### src/hdl/tcp_pkg.sv
// Constants shared by the timer capture and PWM unit.
// Assumes a 32-bit classic Wishbone register bus with byte addresses.
package tcp_pkg;
  // ****************************************
  // Register offsets (byte addresses)
  // ****************************************
  localparam logic [7:0] OFS_CFG  = 8'h00;
  localparam logic [7:0] OFS_AMR  = 8'h04;
  localparam logic [7:0] OFS_BMR  = 8'h08;
  localparam logic [7:0] OFS_CTL  = 8'h0c;
  localparam logic [7:0] OFS_IMR  = 8'h18;
  localparam logic [7:0] OFS_RIS  = 8'h1c;
  localparam logic [7:0] OFS_MIS  = 8'h20;
  localparam logic [7:0] OFS_ICR  = 8'h24;
  localparam logic [7:0] OFS_AILR = 8'h28;
  localparam logic [7:0] OFS_BILR = 8'h2c;
  localparam logic [7:0] OFS_AMAT = 8'h30;
  localparam logic [7:0] OFS_BMAT = 8'h34;
  localparam logic [7:0] OFS_APR  = 8'h38;
  localparam logic [7:0] OFS_BPR  = 8'h3c;
  localparam logic [7:0] OFS_AR   = 8'h48;
  localparam logic [7:0] OFS_BR   = 8'h4c;
  // ****************************************
  // Field values and positions
  // ****************************************
  localparam logic [2:0] CFG_32    = 3'h0;
  localparam logic [2:0] CFG_RTC   = 3'h1;
  localparam int         CFG_16BIT = 2;
  localparam logic [1:0] MR_ONE    = 2'h1;
  localparam logic [1:0] MR_PER    = 2'h2;
  localparam logic [1:0] MR_CAP    = 2'h3;
  localparam int         MR_AMS    = 3;
  localparam int         MR_CMR    = 2;
  // Control: one byte per half, half B at bit 8
  localparam int         HALF_W    = 8;
  localparam int         CTL_EN    = 0;
  localparam int         CTL_STALL = 1;
  localparam int         CTL_EV    = 2;
  localparam int         CTL_RTCO  = 4;
  localparam int         CTL_INV   = 6;
  localparam logic [1:0] EV_RISE   = 2'h0;
  localparam logic [1:0] EV_FALL   = 2'h1;
  // Status and mask: one byte per half
  localparam int         FL_TO     = 0;
  localparam int         FL_CM     = 1;
  localparam int         FL_CE     = 2;
  localparam int         FL_RTC    = 3;
  // ****************************************
  // Reset values and counts
  // ****************************************
  localparam logic [15:0] LOAD_RST  = 16'hffff;
  localparam logic [31:0] RTC_START = 32'h00000001;
  localparam int          RTC_DIV   = 32768;
endpackage

### src/hdl/tcp_timer_capture_pwm_unit.sv
// Timer capture/compare/PWM unit: two 16-bit halves or one 32-bit timer.
// Assumes a classic Wishbone master and a pin signal asynchronous to clk_i.
//
// Local design decisions: the placing of the registers and the Wishbone register port.
`timescale 1ns/1ps
// Overview of operation
// - Edge count steps once per edge; edge time and PWM count every clock, no prescaler.
// - Capture type clear: count rising, falling or both edges downward.
// - Each edge decrements; on match set raw and masked match flags.
// - On match reload, clear run enable, ignore edges until re-enabled.
// - Capture type set: free down-counter from load, one edge kind only.
// - Edge time: copy counter to capture register, set event flags.
// - Edge time keeps counting; at zero reloads from load value.
// - Captured value holds until the next selected edge replaces it.
// - PWM when alt mode 1, capture type 0, mode 2; load sets period.
// - PWM counts to zero, reloads next cycle, repeats until disabled.
// - PWM mode raises no flag.
// - PWM output asserts at load value, deasserts at match value.
// - Invert bit flips PWM output polarity.
// - Config 0 is 32-bit timer, 1 is 32-bit clock, 4 is split.
// - Mode 1 one-shot stops after time-out; mode 2 periodic continues.
// - Writing one to status clear clears that raw and masked pair.
// - Clock mode: on count equal match reload zero and keep counting.
// - Clock match flag need not be cleared for counting to continue.
// - Mode 3 is capture; capture type picks edge count or edge time.
// - One-shot time-out stops and clears run enable; periodic reloads.
module tcp_timer_capture_pwm_unit #(
  parameter int RTC_DIV = tcp_pkg::RTC_DIV
) (
  // Clock and reset
  input  wire logic        clk_i,
  input  wire logic        rst_i,
  // Wishbone slave
  input  wire logic        wb_cyc_i,
  input  wire logic        wb_stb_i,
  input  wire logic        wb_we_i,
  input  wire logic [7:0]  wb_adr_i,
  input  wire logic [3:0]  wb_sel_i,
  input  wire logic [31:0] wb_dat_i,
  output logic      [31:0] wb_dat_o,
  output logic             wb_ack_o,
  // Capture/compare pins, index 0 = half A
  input  wire logic [1:0]  capture_compare_pin_i,
  output logic      [1:0]  capture_compare_pin_o,
  output logic      [1:0]  capture_compare_pin_oe_o
);
  localparam int DW = (RTC_DIV < 2) ? 1 : $clog2(RTC_DIV);
  localparam int HALF_W = tcp_pkg::HALF_W;
  if (RTC_DIV < 2) begin : g_chk
    $error("RTC_DIV must be at least 2");
  end

  // ****************************************
  // Helpers
  // ****************************************
  // Byte-lane merge of a write
  function automatic logic [31:0] bmask(input logic [31:0] o, input logic [31:0] n,
                                        input logic [3:0] s);
    for (int b = 0; b < 4; b++) begin
      bmask[8*b +: 8] = s[b] ? n[8*b +: 8] : o[8*b +: 8];
    end
  endfunction
  // Qualifying edge for the chosen event type
  function automatic logic edge_hit(input logic [1:0] ev, input logic r, input logic f,
                                    input logic both_ok);
    if (ev == tcp_pkg::EV_RISE) begin
      edge_hit = r;
    end else if (ev == tcp_pkg::EV_FALL) begin
      edge_hit = f;
    end else begin
      edge_hit = both_ok & (r | f);
    end
  endfunction

  // ****************************************
  // State
  // ****************************************
  logic [2:0]    cfg_q;
  logic [3:0]    mr_q [2];
  logic [15:0]   ctl_q, imr_q, ris_q;
  logic [15:0]   ilr_q [2];
  logic [15:0]   mat_q [2];
  logic [15:0]   cnt_q [2];
  logic [15:0]   cnt_d [2];
  logic [15:0]   cap_q [2];
  logic [15:0]   cap_d [2];
  logic [7:0]    pr_q  [2];
  logic [7:0]    ps_q  [2];
  logic [7:0]    ps_d  [2];
  logic [1:0]    s1_q, s2_q, s3_q, pwm_q, pwm_d, pin_q, oe_q;
  logic [DW-1:0] div_q;
  logic          ack_q;
  logic [31:0]   dat_q, rd_d;
  logic [15:0]   set_v, ilr_nv [2];
  logic [1:0]    en_clr, ilr_wr, en, stl, rse, fal, hit;
  logic [1:0]    is_cnt, is_tim, is_pwm, is_tmr;
  logic          cfg16, wr, sec_tick;
  logic [31:0]   c32, i32, m32, n32;
  logic [15:0]   dec0;

  assign cfg16 = cfg_q[tcp_pkg::CFG_16BIT];
  assign wr    = wb_cyc_i & wb_stb_i & wb_we_i & ack_q;
  assign c32   = {cnt_q[1], cnt_q[0]};
  assign i32   = {ilr_q[1], ilr_q[0]};
  assign m32   = {mat_q[1], mat_q[0]};
  assign dec0  = cnt_q[0] - 16'h0001;

  // ****************************************
  // Pin synchronisers and edge detect
  // ****************************************
  // Two flops, then a third for the edge compare
  always_ff @(posedge clk_i) begin
    if (rst_i) begin
      s1_q <= 2'h0;
      s2_q <= 2'h0;
      s3_q <= 2'h0;
    end else begin
      s1_q <= capture_compare_pin_i;
      s2_q <= s1_q;
      s3_q <= s2_q;
    end
  end

  // Per-half mode decode and edges
  always_comb begin
    for (int h = 0; h < 2; h++) begin
      en[h]     = ctl_q[HALF_W*h + tcp_pkg::CTL_EN];
      stl[h]    = ctl_q[HALF_W*h + tcp_pkg::CTL_STALL];
      rse[h]    = s2_q[h] & ~s3_q[h];
      fal[h]    = ~s2_q[h] & s3_q[h];
      is_cnt[h] = cfg16 & (mr_q[h][1:0] == tcp_pkg::MR_CAP) & ~mr_q[h][tcp_pkg::MR_CMR];
      is_tim[h] = cfg16 & (mr_q[h][1:0] == tcp_pkg::MR_CAP) & mr_q[h][tcp_pkg::MR_CMR];
      is_pwm[h] = cfg16 & mr_q[h][tcp_pkg::MR_AMS] & ~mr_q[h][tcp_pkg::MR_CMR]
                  & (mr_q[h][1:0] == tcp_pkg::MR_PER);
      is_tmr[h] = cfg16 & ~mr_q[h][tcp_pkg::MR_AMS]
                  & ((mr_q[h][1:0] == tcp_pkg::MR_ONE) | (mr_q[h][1:0] == tcp_pkg::MR_PER));
      // Both edges allowed only when counting edges
      hit[h]    = edge_hit(ctl_q[HALF_W*h + tcp_pkg::CTL_EV +: 2], rse[h], fal[h],
                           is_cnt[h]);
    end
  end

  // ****************************************
  // Clock-mode divider
  // ****************************************
  assign sec_tick = rse[0] & (div_q == DW'(RTC_DIV - 1));
  // Half A pin rising edges divided down to one tick per second
  always_ff @(posedge clk_i) begin
    if (rst_i) begin
      div_q <= '0;
    end else if ((cfg_q != tcp_pkg::CFG_RTC) | ~en[0]) begin
      div_q <= '0;
    end else if (rse[0]) begin
      div_q <= sec_tick ? '0 : div_q + DW'(1);
    end
  end

  // ****************************************
  // Counter next state and events
  // ****************************************
  always_comb begin
    set_v  = 16'h0000;
    en_clr = 2'h0;
    pwm_d  = pwm_q;
    n32    = c32;
    for (int h = 0; h < 2; h++) begin
      cnt_d[h] = cnt_q[h];
      cap_d[h] = cap_q[h];
      ps_d[h]  = ps_q[h];
    end
    if (cfg_q == tcp_pkg::CFG_32) begin
      // One 32-bit down-counter steered by half A
      if (en[0] & ~stl[0]) begin
        if (c32 == 32'h0) begin
          n32 = i32;
          set_v[tcp_pkg::FL_TO] = 1'b1;
          en_clr[0] = (mr_q[0][1:0] == tcp_pkg::MR_ONE);
        end else begin
          n32 = c32 - 32'h1;
        end
      end
    end else if (cfg_q == tcp_pkg::CFG_RTC) begin
      // 32-bit up-counter on one-second ticks
      if (en[0] & (~stl[0] | ctl_q[tcp_pkg::CTL_RTCO]) & sec_tick) begin
        if (c32 == m32) begin
          n32 = 32'h0;
          set_v[tcp_pkg::FL_RTC] = 1'b1;
        end else begin
          n32 = c32 + 32'h1;
        end
      end
    end
    if (!cfg16) begin
      cnt_d[0] = n32[15:0];
      cnt_d[1] = n32[31:16];
    end else begin
      // Halves run on their own settings
      for (int h = 0; h < 2; h++) begin
        if (en[h] & is_cnt[h]) begin
          if (hit[h]) begin
            if (cnt_q[h] - 16'h0001 == mat_q[h]) begin
              cnt_d[h] = ilr_q[h];
              en_clr[h] = 1'b1;
              set_v[HALF_W*h + tcp_pkg::FL_CM] = 1'b1;
            end else begin
              cnt_d[h] = cnt_q[h] - 16'h0001;
            end
          end
        end else if (en[h] & (is_tim[h] | is_pwm[h])) begin
          // No prescaler: one step per clock
          cnt_d[h] = (cnt_q[h] == 16'h0) ? ilr_q[h] : cnt_q[h] - 16'h0001;
          if (is_tim[h] & hit[h]) begin
            cap_d[h] = cnt_q[h];
            set_v[HALF_W*h + tcp_pkg::FL_CE] = 1'b1;
          end
        end else if (en[h] & is_tmr[h] & ~stl[h]) begin
          if (ps_q[h] == 8'h00) begin
            ps_d[h] = pr_q[h];
            if (cnt_q[h] == 16'h0) begin
              cnt_d[h] = ilr_q[h];
              set_v[HALF_W*h + tcp_pkg::FL_TO] = 1'b1;
              en_clr[h] = (mr_q[h][1:0] == tcp_pkg::MR_ONE);
            end else begin
              cnt_d[h] = cnt_q[h] - 16'h0001;
            end
          end else begin
            ps_d[h] = ps_q[h] - 8'h01;
          end
        end
        // PWM level: set at start value, clear at match
        if (is_pwm[h] & en[h]) begin
          if (cnt_q[h] == ilr_q[h]) begin
            pwm_d[h] = 1'b1;
          end else if (cnt_q[h] == mat_q[h]) begin
            pwm_d[h] = 1'b0;
          end
        end
      end
    end
  end

  // Interval load writes, 32-bit wide in the joined modes
  always_comb begin
    ilr_wr[0] = wr & (wb_adr_i == tcp_pkg::OFS_AILR);
    ilr_wr[1] = wr & ((wb_adr_i == tcp_pkg::OFS_BILR) | (ilr_wr[0] & ~cfg16));
    ilr_nv[0] = 16'(bmask(i32, wb_dat_i, wb_sel_i));
    ilr_nv[1] = ilr_wr[0] ? 16'(bmask(i32, wb_dat_i, wb_sel_i) >> 16)
                          : 16'(bmask({16'h0, ilr_q[1]}, wb_dat_i, wb_sel_i));
  end

  // Counters, capture and prescale
  always_ff @(posedge clk_i) begin
    if (rst_i) begin
      for (int h = 0; h < 2; h++) begin
        cnt_q[h] <= tcp_pkg::LOAD_RST;
        cap_q[h] <= tcp_pkg::LOAD_RST;
        ps_q[h]  <= 8'h00;
      end
    end else if (wr & (wb_adr_i == tcp_pkg::OFS_CFG)
                 & (wb_dat_i[2:0] == tcp_pkg::CFG_RTC) & wb_sel_i[0]) begin
      cnt_q[0] <= tcp_pkg::RTC_START[15:0];
      cnt_q[1] <= tcp_pkg::RTC_START[31:16];
    end else begin
      for (int h = 0; h < 2; h++) begin
        // A new load takes effect on the next cycle
        cnt_q[h] <= ilr_wr[h] ? ilr_nv[h] : cnt_d[h];
        cap_q[h] <= cap_d[h];
        ps_q[h]  <= ilr_wr[h] ? pr_q[h] : ps_d[h];
      end
    end
  end

  // PWM level and pin drive
  always_ff @(posedge clk_i) begin
    if (rst_i) begin
      pwm_q <= 2'h0;
      pin_q <= 2'h0;
      oe_q  <= 2'h0;
    end else begin
      pwm_q <= pwm_d;
      for (int h = 0; h < 2; h++) begin
        pin_q[h] <= pwm_d[h] ^ ctl_q[HALF_W*h + tcp_pkg::CTL_INV];
      end
      oe_q <= is_pwm;
    end
  end
  assign capture_compare_pin_o    = pin_q;
  assign capture_compare_pin_oe_o = oe_q;

  // ****************************************
  // Register file
  // ****************************************
  // Plain configuration registers
  always_ff @(posedge clk_i) begin
    if (rst_i) begin
      cfg_q <= 3'h0;
      imr_q <= 16'h0000;
      for (int h = 0; h < 2; h++) begin
        mr_q[h]  <= 4'h0;
        mat_q[h] <= tcp_pkg::LOAD_RST;
        pr_q[h]  <= 8'h00;
        ilr_q[h] <= tcp_pkg::LOAD_RST;
      end
    end else if (wr) begin
      for (int h = 0; h < 2; h++) begin
        if (ilr_wr[h]) begin
          ilr_q[h] <= ilr_nv[h];
        end
      end
      unique case (wb_adr_i)
        tcp_pkg::OFS_CFG:  cfg_q   <= 3'(bmask({29'h0, cfg_q}, wb_dat_i, wb_sel_i));
        tcp_pkg::OFS_AMR:  mr_q[0] <= 4'(bmask({28'h0, mr_q[0]}, wb_dat_i, wb_sel_i));
        tcp_pkg::OFS_BMR:  mr_q[1] <= 4'(bmask({28'h0, mr_q[1]}, wb_dat_i, wb_sel_i));
        tcp_pkg::OFS_IMR:  imr_q   <= 16'(bmask({16'h0, imr_q}, wb_dat_i, wb_sel_i));
        tcp_pkg::OFS_APR:  pr_q[0] <= 8'(bmask({24'h0, pr_q[0]}, wb_dat_i, wb_sel_i));
        tcp_pkg::OFS_BPR:  pr_q[1] <= 8'(bmask({24'h0, pr_q[1]}, wb_dat_i, wb_sel_i));
        tcp_pkg::OFS_AMAT: begin
          mat_q[0] <= 16'(bmask(m32, wb_dat_i, wb_sel_i));
          if (!cfg16) begin
            mat_q[1] <= 16'(bmask(m32, wb_dat_i, wb_sel_i) >> 16);
          end
        end
        tcp_pkg::OFS_BMAT: mat_q[1] <= 16'(bmask({16'h0, mat_q[1]}, wb_dat_i, wb_sel_i));
        default: ;
      endcase
    end
  end

  // Control: software write wins over a self-clear in the same cycle
  always_ff @(posedge clk_i) begin
    if (rst_i) begin
      ctl_q <= 16'h0000;
    end else if (wr & (wb_adr_i == tcp_pkg::OFS_CTL)) begin
      ctl_q <= 16'(bmask({16'h0, ctl_q}, wb_dat_i, wb_sel_i));
    end else begin
      ctl_q[tcp_pkg::CTL_EN]          <= en[0] & ~en_clr[0];
      ctl_q[HALF_W + tcp_pkg::CTL_EN] <= en[1] & ~en_clr[1];
    end
  end

  // Sticky status: a new event wins over a clear
  always_ff @(posedge clk_i) begin
    if (rst_i) begin
      ris_q <= 16'h0000;
    end else if (wr & (wb_adr_i == tcp_pkg::OFS_ICR)) begin
      ris_q <= (ris_q & ~16'(bmask(32'h0, wb_dat_i, wb_sel_i))) | set_v;
    end else begin
      ris_q <= ris_q | set_v;
    end
  end

  // Read multiplexer, unmapped reads give zero
  always_comb begin
    unique case (wb_adr_i)
      tcp_pkg::OFS_CFG:  rd_d = {29'h0, cfg_q};
      tcp_pkg::OFS_AMR:  rd_d = {28'h0, mr_q[0]};
      tcp_pkg::OFS_BMR:  rd_d = {28'h0, mr_q[1]};
      tcp_pkg::OFS_CTL:  rd_d = {16'h0, ctl_q};
      tcp_pkg::OFS_IMR:  rd_d = {16'h0, imr_q};
      tcp_pkg::OFS_RIS:  rd_d = {16'h0, ris_q};
      tcp_pkg::OFS_MIS:  rd_d = {16'h0, ris_q & imr_q};
      tcp_pkg::OFS_AILR: rd_d = cfg16 ? {16'h0, ilr_q[0]} : i32;
      tcp_pkg::OFS_BILR: rd_d = {16'h0, ilr_q[1]};
      tcp_pkg::OFS_AMAT: rd_d = cfg16 ? {16'h0, mat_q[0]} : m32;
      tcp_pkg::OFS_BMAT: rd_d = {16'h0, mat_q[1]};
      tcp_pkg::OFS_APR:  rd_d = {24'h0, pr_q[0]};
      tcp_pkg::OFS_BPR:  rd_d = {24'h0, pr_q[1]};
      tcp_pkg::OFS_AR:   rd_d = !cfg16 ? c32 : {16'h0, is_tim[0] ? cap_q[0] : cnt_q[0]};
      tcp_pkg::OFS_BR:   rd_d = {16'h0, is_tim[1] ? cap_q[1] : cnt_q[1]};
      default:           rd_d = 32'h0;
    endcase
  end

  // One-wait-state acknowledge, data registered with it
  always_ff @(posedge clk_i) begin
    if (rst_i) begin
      ack_q <= 1'b0;
      dat_q <= 32'h0;
    end else begin
      ack_q <= wb_cyc_i & wb_stb_i & ~ack_q;
      if (wb_cyc_i & wb_stb_i & ~ack_q) begin
        dat_q <= rd_d;
      end
    end
  end
  assign wb_ack_o = ack_q;
  assign wb_dat_o = dat_q;
endmodule

### config.mk
export PLATFORM = sky130hd
export DESIGN_NAME = tcp_timer_capture_pwm_unit
export DESIGN_NICKNAME = d
export VERILOG_FILES = /design/src/hdl/tcp_pkg.sv /design/src/hdl/tcp_timer_capture_pwm_unit.sv
export SDC_FILE = /design/constraint.sdc
export NUM_CORES = 1
export LEC_CHECK = 0
export BUFFER_PORTS_ARGS = -buffer_cell sky130_fd_sc_hd__buf_2
export CAP_MARGIN = 5
export CORE_MARGIN = 3
export CORE_UTILIZATION = 30
export DETAILED_ROUTE_END_ITERATION = 6
export RECOVER_POWER = 100
export SLEW_MARGIN = 20
export SYNTH_ARGS = -nofsm -noshare
export SYNTH_HDL_FRONTEND = slang
export SYNTH_SLANG_ARGS = --single-unit
### constraint.sdc
create_clock -name clk_i -period 4.44 [get_ports clk_i]
set_input_delay 0.222 -clock clk_i [delete_from_list [all_inputs] [get_ports clk_i]]
set_output_delay 0.222 -clock clk_i [all_outputs]
set_load 0.02 [all_outputs]
==> impl_metrics.tcl <==
set metrics [dict create \
    status "finished with violations" \
    violations "DRC, capacitance limit, slew limit" \
    pre_cts_slack_ns 0.510 \
    cts_buffers 34 \
    layout_setup_ws_ns 0.154 \
    maxCapViolCount 4 \
    grt_usage_pct 25.0 \
    holdPathEnd "mat_q[1][13]$_DFFE_PP_" \
    hp-start "wb_dat_i[29]" \
    p_leak_uw 0.00679 \
    multi_input_area_mm2 0.00958 \
    rsz0062_at_grt "false" \
    setup_tns_ns 0 \
    io_pins 88 \
    r2r_start "wb_ack_o$_SDFF_PP0_" \
    fin_crit_sh_pct 96.5 \
    seq_area_mm2 0.00727 \
    n_fill_cell 6042 \
    cts_tree "yes" \
    syn_inst 1984 \
    overflow 0 \
    place.gp.congestion 0.974 \
    path_buf_inv 2 \
    rows 88 \
    slew_violations 178 \
    cellPowerDensity_mw_per_mm2 303 \
    cp_top_family "simple AND/OR/NAND/NOR gates" \
    cp.arrival_ns 4.53 \
    wl_per_cell_um 28.0 \
    clk_pin_slew_ns 0.06 \
    yosys_warnings 0 \
    crit_slowest_cell "clkbuf_1" \
    r2r_slack_ns 0.15 \
    max_stage_delay_ns 1.00 \
    worstMarginPinSlew_ns 3.30 \
    grt_first_pass_wirelength_mm 114 \
    synth-main-ff-cell "edfxtp_1" \
    syn_nets 2052 \
    async_flop_share_pct 0 \
    antenna_found_initial 1 \
    dp_hpwl_mm 58.7 \
    detail-route-antenna-nets 0 \
    fin_skew_ns 0.0164 \
    grt_pass1_vias 16200 \
    maxSlewHeadroom_pct -120 \
    synth_seq_cells 279 \
    clk_latency_ns 0.54 \
    cts_setup_buffers 0 \
    post_synth_num_cell_types 81 \
    root_buffer "clkbuf_16" \
    grt_max_degree 65 \
    cts_buffer_depth 3 \
    num_vias 17400 \
    clock_sinks 279 \
    yosysSeqAreaShare_pct 41.3 \
    setup-violations-final 0 \
    path_cells "and4_1, clkbuf_1, nand3_1, nor2_1, clkbuf_2, o211ai_1" \
    wirelength_mm 79.4 \
    setup.worst_path.end_class "flip-flop" \
    path_max_fanout 20 \
    area_growth_pct 14.4 \
    synth_edf_count 168 \
    ir_worst_vdd_mv 0.261 \
    drtPass1Iterations 7 \
    final_util_pct 34.8 \
    r2r-end "ilr_q[0][6]$_SDFFCE_PN1P_" \
    port_buffers 87 \
    dieWidth_um 248 \
    die_area_mm2 0.0616 \
    syn_area_mm2 0.0176 \
    hp-class "in -> reg" \
    timing.fmax_mhz 233 \
    final_nets 2117 \
    worstSetupStartpointType "flip-flop" \
    post-route-drc-count 30 \
    start_util_pct 30.4 \
    syn_avg_cell_area_um2 8.87 \
    die_h_um 248 \
    period_minus_slack_ns 4.29 \
    detail_route.iter0.violations 2455 \
    hold_depth 2 \
    critical_path_required_ns 4.68 \
    crit_type "reg -> reg" \
    drive_gt1_share_pct 10.6 \
    core_area_mm2 0.0579 \
    report.final.hold_viol_count 0 \
    htreeDepth 2 \
    vias_per_cell 6.12 \
    rr_worst_depth 6 \
]
[where the power goes]
part	switching [uW]	total (uW)	internal (uW)
Combinational	272	388	116
Sequential	31.5	2800	2770
Clock	1200	2920	1710
[layout by cell type (no fill, tap or decap), types with 8 or more instances in the layout]
| cell | n |
|---|---|
| mux2_2 | 9 |
| nor2_1 | 226 |
| a211oi_1 | 13 |
| edfxtp_1 | 168 |
| and3_1 | 28 |
| xor2_1 | 63 |
| a21o_1 | 23 |
| a21oi_1 | 114 |
| a31oi_1 | 36 |
| a221oi_1 | 35 |
| or2_2 | 18 |
| nor2b_1 | 13 |
| xnor2_1 | 106 |
| a22o_1 | 20 |
| nor4_1 | 30 |
| o22a_1 | 19 |
| buf_4 | 64 |
| nand3_1 | 65 |
| clkbuf_16 | 39 |
| or3_1 | 39 |
| nand2_1 | 179 |
| nand2b_1 | 16 |
| mux2i_1 | 69 |
| nor3_1 | 47 |
| dfxtp_1 | 111 |
| inv_1 | 37 |
| o211ai_1 | 24 |
| ha_1 | 17 |
| o22ai_1 | 14 |
| buf_2 | 47 |
| clkbuf_1 | 64 |
| o21ai_0 | 95 |
| nand4_1 | 34 |
| a222oi_1 | 23 |
| or4_1 | 8 |
[flip-flops by register name (all words and copies together), names as in the netlist]
name,cells
wb_dat_o,32
s2_q,2
capture_compare_pin_o,2
ps_q,16
div_q,15
cnt_q,32
cap_q,32
mr_q,8
pr_q,16
pwm_q,2
imr_q,16
ris_q,16
s1_q,2
cfg_q,3
wb_ack_o,1
capture_compare_pin_oe_o,2
ilr_q,32
mat_q,32
ctl_q,16
s3_q,2
[metrics by stage]
step | cells | instance area (um2) | hold WS [ns] | power [uW]
floorplan | 1984 | 17600 | 0.309 | 3060
detailed placement | 2773 | 19100 | 0.423 | 3230
finish | 2840 | 20100 | 0.0116 | 6100
global route | 2839 | 20100 | 0.0168 | 6250
CTS | 2839 | 20300 | 0.00377 | 6130
global placement | 2773 | 19100 | 0.418 | 3230
[synth_stat cells, types with 13 or more instances]
| cell type | number | share of area (%) |
|---|---|---|
| or2_2 | 18 | 0.64 |
| clkbuf_1 | 132 | 2.8 |
| a21o_1 | 23 | 0.98 |
| ha_1 | 17 | 1.2 |
| o22a_1 | 19 | 0.95 |
| a211oi_1 | 13 | 0.55 |
| nor2_1 | 228 | 4.9 |
| a21oi_1 | 114 | 3.2 |
| nor3_1 | 47 | 1.3 |
| a22o_1 | 20 | 1.0 |
| o22ai_1 | 14 | 0.50 |
| nand2b_1 | 16 | 0.57 |
| nand3_1 | 65 | 1.8 |
| xor2_1 | 63 | 3.1 |
| nor2b_1 | 13 | 0.46 |
| and3_1 | 28 | 1.0 |
| a221oi_1 | 35 | 1.7 |
| edfxtp_1 | 168 | 29 |
| nand4_1 | 34 | 1.2 |
| xnor2_1 | 106 | 5.3 |
| mux2i_1 | 69 | 3.9 |
| and2_1 | 13 | 0.46 |
| nor4_1 | 30 | 1.1 |
| or3_1 | 39 | 1.4 |
| o21ai_0 | 88 | 2.5 |
| o211ai_1 | 24 | 1.0 |
| inv_1 | 37 | 0.79 |
| a222oi_1 | 23 | 1.3 |
| dfxtp_1 | 111 | 13 |
| a31oi_1 | 36 | 1.3 |
| nand2_1 | 179 | 3.8 |
[routing by layer]
metal  vias up  share of wire, %  GRT usage, %
met2      1103                43          38.1
li1       7498                 -             -
met3       217                10          4.57
met4         0               5.8          12.6
met1      8575                41          34.1
met5         -                 0             0
[layout make-up]
cell class	count	share of cell area, %
Sequential cell	279	36.1
Clock inverter	14	0.615
Inverter	39	0.727
Multi-Input combinational cell	1514	47.6
Antenna cell	1	0.0124
Timing Repair Buffer	181	5.05
Tap cell	765	4.75
Clock buffer	47	5.15
[logic make-up after synthesis]
logic type / synth area share (%)
DFF: 41.3
muxes: 4.50
xor gates and xnor gates: 8.67
adders and majority gates: 1.21
and+or+nand+nor: 21.1
AOI/OAI and AO/OA: 19.0
buffers and inverters: 4.20
[worst max-delay path by stage]
stage	start	endpoint	slack [ns]	cells past startpoint
floorplan	cnt_q[0][0]$_SDFFCE_PN1P_	cnt_q[0][14]$_DFFE_PP_	0.65	14
global placement	cnt_q[0][0]$_SDFFCE_PN1P_	cnt_q[0][8]$_DFFE_PP_	0.57	10
detailed placement	cnt_q[0][0]$_SDFFCE_PN1P_	cnt_q[0][14]$_DFFE_PP_	0.51	10
CTS	cnt_q[0][0]$_SDFFCE_PN1P_	cnt_q[0][8]$_DFFE_PP_	0.49	10
global route	wb_ack_o$_SDFF_PP0_	ilr_q[0][6]$_SDFFCE_PN1P_	0.16	6
finish	wb_ack_o$_SDFF_PP0_	ilr_q[0][6]$_SDFFCE_PN1P_	0.15	6
[what timing repair did]
item / CTS / global route
endpoints found under the hold margin: 5 / 0
hold buffers: 5 / 0
gates resized for setup: 0 / 0
Power figures use the tool's default switching activity.
